`src/hw/npd_pkg.sv`:
```
// Purpose: constants and types for the nibble-prefix instruction decoder
// Assumes: 16-bit words, byte-wide instructions
// Notes: none
package npd_pkg;
    localparam int WORD_W = 16;
    localparam logic [3:0] FN_JUMP = 4'h0;
    localparam logic [3:0] FN_PFIX = 4'h2;
    localparam logic [3:0] FN_LDC = 4'h4;
    localparam logic [3:0] FN_NFIX = 4'h6;
    localparam logic [3:0] FN_OPR = 4'hF;
    localparam logic [15:0] OP_SHL = 16'h0041;
    localparam logic [15:0] OP_SHR = 16'h0040;
    localparam logic [15:0] OP_PROD = 16'h0008;
    localparam logic [15:0] OP_MOVE = 16'h004A;
    localparam logic [15:0] OP_DEVID = 16'h017C;
    localparam logic [15:0] OP_FPENTRY = 16'h00AB;
    localparam logic [15:0] OP_BRK_ENABLE = 16'h00B1;
    localparam logic [15:0] DEVID_VAL = 16'h00C3; // arbitrary identity value
    localparam logic [7:0] BASE_CYC = 8'h01;
    localparam logic [7:0] SHIFT_CYC = 8'h02;
    localparam logic [7:0] PROD_CYC = 8'h04;
    localparam logic [7:0] MOVE_CYC = 8'h08;
    localparam logic [7:0] JUMP_CYC = 8'h03;
    localparam logic [1:0] BYTES_PER_WORD = 2'h2;
    typedef enum logic [2:0] {
        NPD_K_NONE, NPD_K_FUNC, NPD_K_OPR, NPD_K_DEVID, NPD_K_FPSEL, NPD_K_BREAK, NPD_K_NOP
    } npd_kind_type;
endpackage

```
`src/hw/npd_time_if.sv`:
```
// Purpose: carries timing request from decoder to cycle counter
// Assumes: single clock
// Notes: none
`timescale 1ns/1ps
interface npd_time_if;
    logic [15:0] op;
    logic [15:0] areg;
    logic [15:0] msg_len;
    logic [15:0] msg_addr;
    logic prefixed;
    logic is_opr;
    logic [7:0] cycles;
    modport dec (output op, areg, msg_len, msg_addr, prefixed, is_opr, input cycles);
    modport cnt (input op, areg, msg_len, msg_addr, prefixed, is_opr, output cycles);
endinterface

```
`src/hw/npd_cycle_calc.sv`:
```
// Purpose: computes cycle count of a decoded instruction
// Assumes: internal memory timing
// Notes: combinational
`timescale 1ns/1ps
module npd_cycle_calc (
    npd_time_if.cnt t
);
    // ****************
    // highest set bit
    // ****************
    function automatic logic [7:0] msb_pos(input logic [15:0] v);
        logic [7:0] r;
        r = 8'h00;
        for (int i = 0; i < 16; i++) begin
            if (v[i]) begin
                r = 8'(i);
            end
        end
        return r;
    endfunction

    logic [16:0] span;
    logic [7:0] words;
    logic [7:0] base;
    always_comb begin
        span = {1'b0, t.msg_len} + {16'h0000, t.msg_addr[0]} + 17'h00001;
        words = span[8:1]; // part words at both ends counted whole
        if (!t.is_opr) begin
            base = npd_pkg::BASE_CYC; // non-operate base time
        end else if (t.op == npd_pkg::OP_SHL || t.op == npd_pkg::OP_SHR) begin
            base = t.areg[7:0] + npd_pkg::SHIFT_CYC; // places shifted
        end else if (t.op == npd_pkg::OP_PROD) begin
            base = msb_pos(t.areg) + npd_pkg::PROD_CYC;
        end else if (t.op == npd_pkg::OP_MOVE) begin
            base = {words[6:0], 1'b0} + npd_pkg::MOVE_CYC;
        end else begin
            base = npd_pkg::BASE_CYC;
        end
        t.cycles = base + {7'h00, t.prefixed}; // prefix adds one cycle
    end

endmodule

```
`src/hw/npd_decoder.sv`:
```
// Purpose: byte-wide instruction decoder with prefix operand assembly
//          builds operands from prefix chains, classifies the finished instruction
//          and reports its cycle count to the execution datapath
// Assumes: one instruction byte per valid cycle, register A supplied by datapath
//          all inputs synchronous to i_mclk, reset synchronous and active low
// Notes: results registered one cycle after the byte
//        prefix bytes give no valid pulse; they only load the operand register and set the prefixed flag
//        breakpoint enable is sticky until reset
`timescale 1ns/1ps
module npd_decoder (
    input wire logic i_mclk,
    input wire logic i_rst_n,
    input wire logic i_byte_valid,
    input wire logic [7:0] i_byte,
    input wire logic [15:0] i_areg,
    input wire logic [15:0] i_msg_len,
    output logic o_valid,
    output logic [3:0] o_func,
    output logic [15:0] o_operand,
    output logic [2:0] o_kind,
    output logic o_push_a,
    output logic [15:0] o_push_val,
    output logic [15:0] o_fp_sel,
    output logic o_swap_ptrs,
    output logic o_break_en,
    output logic [7:0] o_cycles
);
    typedef struct packed {
        logic [15:0] oreg;
        logic pre;
        logic valid;
        logic [3:0] func;
        logic [15:0] operand;
        npd_pkg::npd_kind_type kind;
        logic push_a;
        logic [15:0] push_val;
        logic [15:0] fp_sel;
        logic swap;
        logic brk_en;
        logic [7:0] cycles;
    } npd_state_type;

    npd_state_type st_ff;
    npd_state_type nxt_st;
    npd_time_if t ();
    logic [15:0] full;
    logic [3:0] fn;
    logic take_prefix;
    logic take_instr;
    npd_pkg::npd_kind_type op_kind;

    // ****************
    // prefix test
    // ****************
    // true for both operand-extend prefixes
    function automatic logic is_prefix(input logic [3:0] f);
        return (f == npd_pkg::FN_PFIX) || (f == npd_pkg::FN_NFIX);
    endfunction

    // ****************
    // prefix step
    // ****************
    // optional complement, then one nibble up
    function automatic logic [15:0] prefix_next(input logic [15:0] v, input logic neg);
        logic [15:0] m;
        m = neg ? ~v : v;
        return {m[11:0], 4'h0};
    endfunction

    // ****************
    // operate class
    // ****************
    // class of an operate instruction from its assembled code
    function automatic npd_pkg::npd_kind_type opr_kind(input logic [15:0] code);
        npd_pkg::npd_kind_type k;
        if (code == npd_pkg::OP_DEVID) begin
            k = npd_pkg::NPD_K_DEVID;
        end else if (code == npd_pkg::OP_FPENTRY) begin
            k = npd_pkg::NPD_K_FPSEL;
        end else begin
            k = npd_pkg::NPD_K_OPR;
        end
        return k;
    endfunction

    // ****************
    // zero-offset jump test
    // ****************
    // jump function with a zero operand
    function automatic logic is_zero_jump(input logic [3:0] f, input logic [15:0] v);
        return (f == npd_pkg::FN_JUMP) && (v == 16'h0000);
    endfunction

    // ****************
    // cycle counter
    // ****************

    npd_cycle_calc u_cyc (
        .t(t)
    );

    // ****************
    // operand assembly
    // ****************
    assign fn = i_byte[7:4];
    assign take_prefix = i_byte_valid && is_prefix(fn);
    assign take_instr = i_byte_valid && !is_prefix(fn);
    assign full = st_ff.oreg | {12'h000, i_byte[3:0]}; // low nibble joins operand
    assign op_kind = opr_kind(full);

    // ****************
    // cycle counter link
    // ****************
    assign t.op = full;
    assign t.areg = i_areg;
    assign t.msg_len = i_msg_len;
    assign t.msg_addr = i_areg;
    assign t.prefixed = st_ff.pre;
    assign t.is_opr = (fn == npd_pkg::FN_OPR);

    // ****************
    // decode
    // ****************
    always_comb begin
        nxt_st = st_ff;
        nxt_st.valid = 1'b0;
        nxt_st.push_a = 1'b0;
        nxt_st.swap = 1'b0;
        if (take_prefix) begin
            if (fn == npd_pkg::FN_NFIX) begin
                nxt_st.oreg = prefix_next(full, 1'b1); // complement for negatives
            end else begin
                nxt_st.oreg = prefix_next(full, 1'b0); // msb nibble first
            end
            nxt_st.pre = 1'b1;
        end else if (take_instr) begin
            nxt_st.valid = 1'b1; // one byte is a whole instruction
            nxt_st.func = fn;
            nxt_st.operand = full;
            nxt_st.cycles = t.cycles;
            nxt_st.oreg = 16'h0000; // operand consumed
            nxt_st.pre = 1'b0;
            nxt_st.kind = npd_pkg::NPD_K_FUNC;
            if (fn == npd_pkg::FN_OPR) begin
                nxt_st.kind = op_kind; // short and extended ops
                if (op_kind == npd_pkg::NPD_K_DEVID) begin
                    nxt_st.push_a = 1'b1;
                    nxt_st.push_val = npd_pkg::DEVID_VAL;
                end else if (op_kind == npd_pkg::NPD_K_FPSEL) begin
                    nxt_st.fp_sel = i_areg; // selector loaded by prior load-constant
                end else if (full == npd_pkg::OP_BRK_ENABLE) begin
                    nxt_st.brk_en = 1'b1;
                end
            end else if (is_zero_jump(fn, full)) begin
                nxt_st.kind = st_ff.brk_en ? npd_pkg::NPD_K_BREAK : npd_pkg::NPD_K_NOP;
                nxt_st.swap = st_ff.brk_en;
            end
        end
    end

    // ****************
    // state register
    // ****************
    always_ff @(posedge i_mclk) begin
        if (!i_rst_n) begin
            st_ff <= '0;
        end else begin
            st_ff <= nxt_st;
        end
    end

    // ****************
    // outputs
    // ****************
    // every output comes straight from the state register
    assign o_valid = st_ff.valid;
    assign o_func = st_ff.func;
    assign o_operand = st_ff.operand;
    assign o_kind = st_ff.kind;
    assign o_push_a = st_ff.push_a;
    assign o_push_val = st_ff.push_val;
    assign o_fp_sel = st_ff.fp_sel;
    assign o_swap_ptrs = st_ff.swap;
    assign o_break_en = st_ff.brk_en;
    assign o_cycles = st_ff.cycles;
endmodule

```
`config.mk`:
```
export PLATFORM = sky130hd
export DESIGN_NAME = npd_decoder
export DESIGN_NICKNAME = d
export VERILOG_FILES = /design/src/hw/npd_pkg.sv /design/src/hw/npd_time_if.sv /design/src/hw/npd_cycle_calc.sv /design/src/hw/npd_decoder.sv
export SDC_FILE = /design/constraint.sdc
export NUM_CORES = 1
export LEC_CHECK = 0
export ABC_AREA = 0
export BUFFER_PORTS_ARGS = -buffer_cell sky130_fd_sc_hd__buf_2
export CAP_MARGIN = 20
export CORE_UTILIZATION = 30
export CTS_CLUSTER_SIZE = 40
export DETAILED_ROUTE_END_ITERATION = 8
export GPL_TIMING_DRIVEN = 0
export PLACE_DENSITY = 0.49
export SLEW_MARGIN = 10
export SYNTH_ARGS = -nofsm -noshare
export SYNTH_HDL_FRONTEND = slang
export SYNTH_SLANG_ARGS = --single-unit
```
`constraint.sdc`:
```
create_clock -name i_mclk -period 2.8 [get_ports i_mclk]
set_clock_uncertainty 0.1 [all_clocks]
set_input_delay 0.28 -clock i_mclk [delete_from_list [all_inputs] [get_ports i_mclk]]
set_output_delay 0.28 -clock i_mclk [all_outputs]
set_load 0.05 [all_outputs]
```
==> qor.csv <==
metric,value,unit
die_height,110,µm
sw_frac_of_total,27.1,%
final_core_util,40.3,%
irDropWorstVdd,0.000318,V
cap_viol_max_count,0,
tightest_slew,0.702,ns
p_comb_share,13.9,%
synth_warnings,0,
slew_violations,0,
period_minus_slack,2.60,ns
antenna_found_initial,0,
place_congestion,0.813,
p_leak,1.97,nW
worst-r2r-setup-slack,0.20,ns
seq_area_frac_synth,37.4,%
setup_viol,0,
nNetsFinal,592,
syn_area,3480,µm²
ys_types,63,
cts_max_path_buffers,2,
seqPwrFrac,38.1,%
die_x,110,µm
drt_iter0_markers,142,
cts_tree,built,
hold_buffers,0,
grt_pass1_vias,3098,
drive_gt1_share,27.2,%
hold_violations,0,
clkLatencyLatePin,0.33,ns
pre_cts_ws,-0.0104,ns
grtUsageTotal,17.0,%
grt_pass1_wl,15.8,mm
cp_max_fo,4,
avgSynthCellArea,8.02,µm²
remaining_drc_errors,0,
powerDensity,562,nW/µm²
routed_via_density,4.82,
nFillCells,1195,
cts_made_buffers,9,
drtPass1Iterations,4,
grt_max_degree,13,
synthCells,434,
grt_overflow,0,
clkTransAtPathRegs,0.06,ns
max_freq,385,MHz
die-area,12000,µm²
crit_arrival,2.75,ns
clkPwrFrac,48.0,%
vias,3314,
core,11100,µm²
crit_path_end_kind,flop,
drt_wl_total,9.64,mm
synth_edf_count,0,
start_util,31.4,%
final-instance-count-excl-fill,687,
num_io_pins,110,
p_int,1.83,mW
ys_ff_latch,65,
h-tree-depth,3,
routedWlPerCell,14.0,µm
layout_common_cells,"buf_2 (91), dfxtp_1 (65), nor2_1 (64)",
holdCritPathClass,input pin to flop,
fin_crit_sh,92.8,%
holdWs,0.135,ns
required,2.95,ns
async_flop_share,0,%
numPortBuffers,85,
rsz0062_at_grt,no,
start_kind,flop,
maxSlewHeadroom,53.2,%
cts_root_buffer,clkbuf_16,
synthToLayoutAreaGrowth,28.2,%
setup_slack,0.202,ns
p_sw,0.680,mW
synth_ff_type,dfxtp_1,
critical_path_class,flop to flop,
antenna_cells,0,
final_common_cell,buf_2,
status,"finished, final reports clean",
clock-sinks,65,
hpwlAfterDp,7.40,mm
dpl.cell_count,670,
antenna_left,0,
core.rowCount,38,
## stage by stage
step | power (mW) | setup TNS, ns | instance area [µm²]
2_1_floorplan | 1.22 | 0 | 3520
3_3_place_gp | 1.32 | 0 | 4120
3_5_place_dp | 1.32 | -0.0104 | 4120
4_1_cts | 2.53 | 0 | 4440
5_1_grt | 2.60 | 0 | 4470
6_report | 2.51 | 0 | 4470
## state kept, by name, indices dropped and copies added, names as in the netlist
signal / cells
o_break_en: 1
o_cycles: 8
o_fp_sel: 16
o_func: 4
o_kind: 3
o_operand: 16
o_push_a: 1
o_push_val: 1
o_swap_ptrs: 1
o_valid: 1
st_ff: 12
t.prefixed: 1
## cells in the mapped netlist, types with 2 or more instances
master | n | area share (%)
nand4b_1 | 2 | 0.50
mux2i_1 | 13 | 3.7
buf_1 | 2 | 0.22
dfxtp_1 | 65 | 37
o211a_1 | 2 | 0.57
nor2b_1 | 3 | 0.54
o21bai_1 | 3 | 0.65
a22oi_1 | 4 | 0.86
buf_4 | 15 | 3.2
nand3_1 | 13 | 1.9
and3_1 | 2 | 0.36
nand4_1 | 6 | 1.1
buf_2 | 6 | 0.86
a21oi_1 | 41 | 5.9
nor4_4 | 2 | 1.2
o21ai_1 | 2 | 0.29
nor4_1 | 4 | 0.72
nand2_1 | 60 | 6.5
inv_2 | 2 | 0.22
a211oi_1 | 2 | 0.43
xnor2_1 | 26 | 6.5
nand3_2 | 2 | 0.57
inv_1 | 10 | 1.1
ha_1 | 7 | 2.5
nor3_1 | 9 | 1.3
o21ai_0 | 11 | 1.6
or2_2 | 3 | 0.54
nor2_1 | 64 | 6.9
xor2_1 | 4 | 1.0
clkbuf_1 | 16 | 1.7
## per-layer routing
metal	vias up	wire [µm]	global-route usage, %
li1	1674	-	-
met1	1522	4660	23.4
met4	0	102	4.38
met3	10	618	3.20
met2	108	4260	27.1
met5	-	0	0
## worst max-delay path: stages, from the launching register on
cell	delay, ns
dfxtp_1	0.36
nor4_4	0.36
and4_4	0.31
nand2_1	0.15
o21ai_0	0.19
o21ai_0	0.12
ha_1	0.24
ha_1	0.21
nand2_1	0.10
nor2_2	0.04
xnor2_1	0.13
a211oi_2	0.21
## layout make-up
cell class	count	area (µm²)	area share (%)
multi-input combinational	327	1960	44.0
inverter	12	45.0	1.01
timing repair buffer	86	433	9.69
clock buffer	9	225	5.04
tap	140	175	3.92
buffer	41	226	5.07
clock inverter	7	95.1	2.13
sequential	65	1300	29.1
## power groups by stage
stage / logic (mW) / clock network (mW) / registers, mW
after floorplan: 0.191 / 0 / 1.03
after global placement: 0.346 / 0 / 0.975
after detailed placement: 0.348 / 0 / 0.975
after CTS: 0.350 / 1.23 / 0.955
after global routing: 0.381 / 1.26 / 0.957
final: 0.349 / 1.20 / 0.955
## kinds of logic after synthesis
| kind of cell | synth area share, % |
|---|---|
| multiplexers | 3.74 |
| other | 0.108 |
| flip-flops | 37.4 |
| AND/OR/NAND/NOR | 25.8 |
| AO/OA/AOI/OAI | 15.1 |
| buffers and inverters | 7.80 |
| XOR/XNOR | 7.55 |
| adder cells (fa/ha/maj) | 2.52 |
## path summary, 6_finish.rpt
check	startpoint	endpoint	cells after the start
worst min register to register	o_operand[1]	o_operand[1]	2
worst max register to register	st_ff[82]	o_cycles[4]	11
worst min-delay path	i_areg[10]	o_fp_sel[10]	3
worst max-delay path	st_ff[82]	o_cycles[4]	11
## timing repair
item,in CTS,in global routing
resized for setup,0,2
buffers inserted,0,1
setup endpoints to repair,0,6
hold endpoints to repair,0,0
Note: power is estimated with default switching activity, not from simulation.
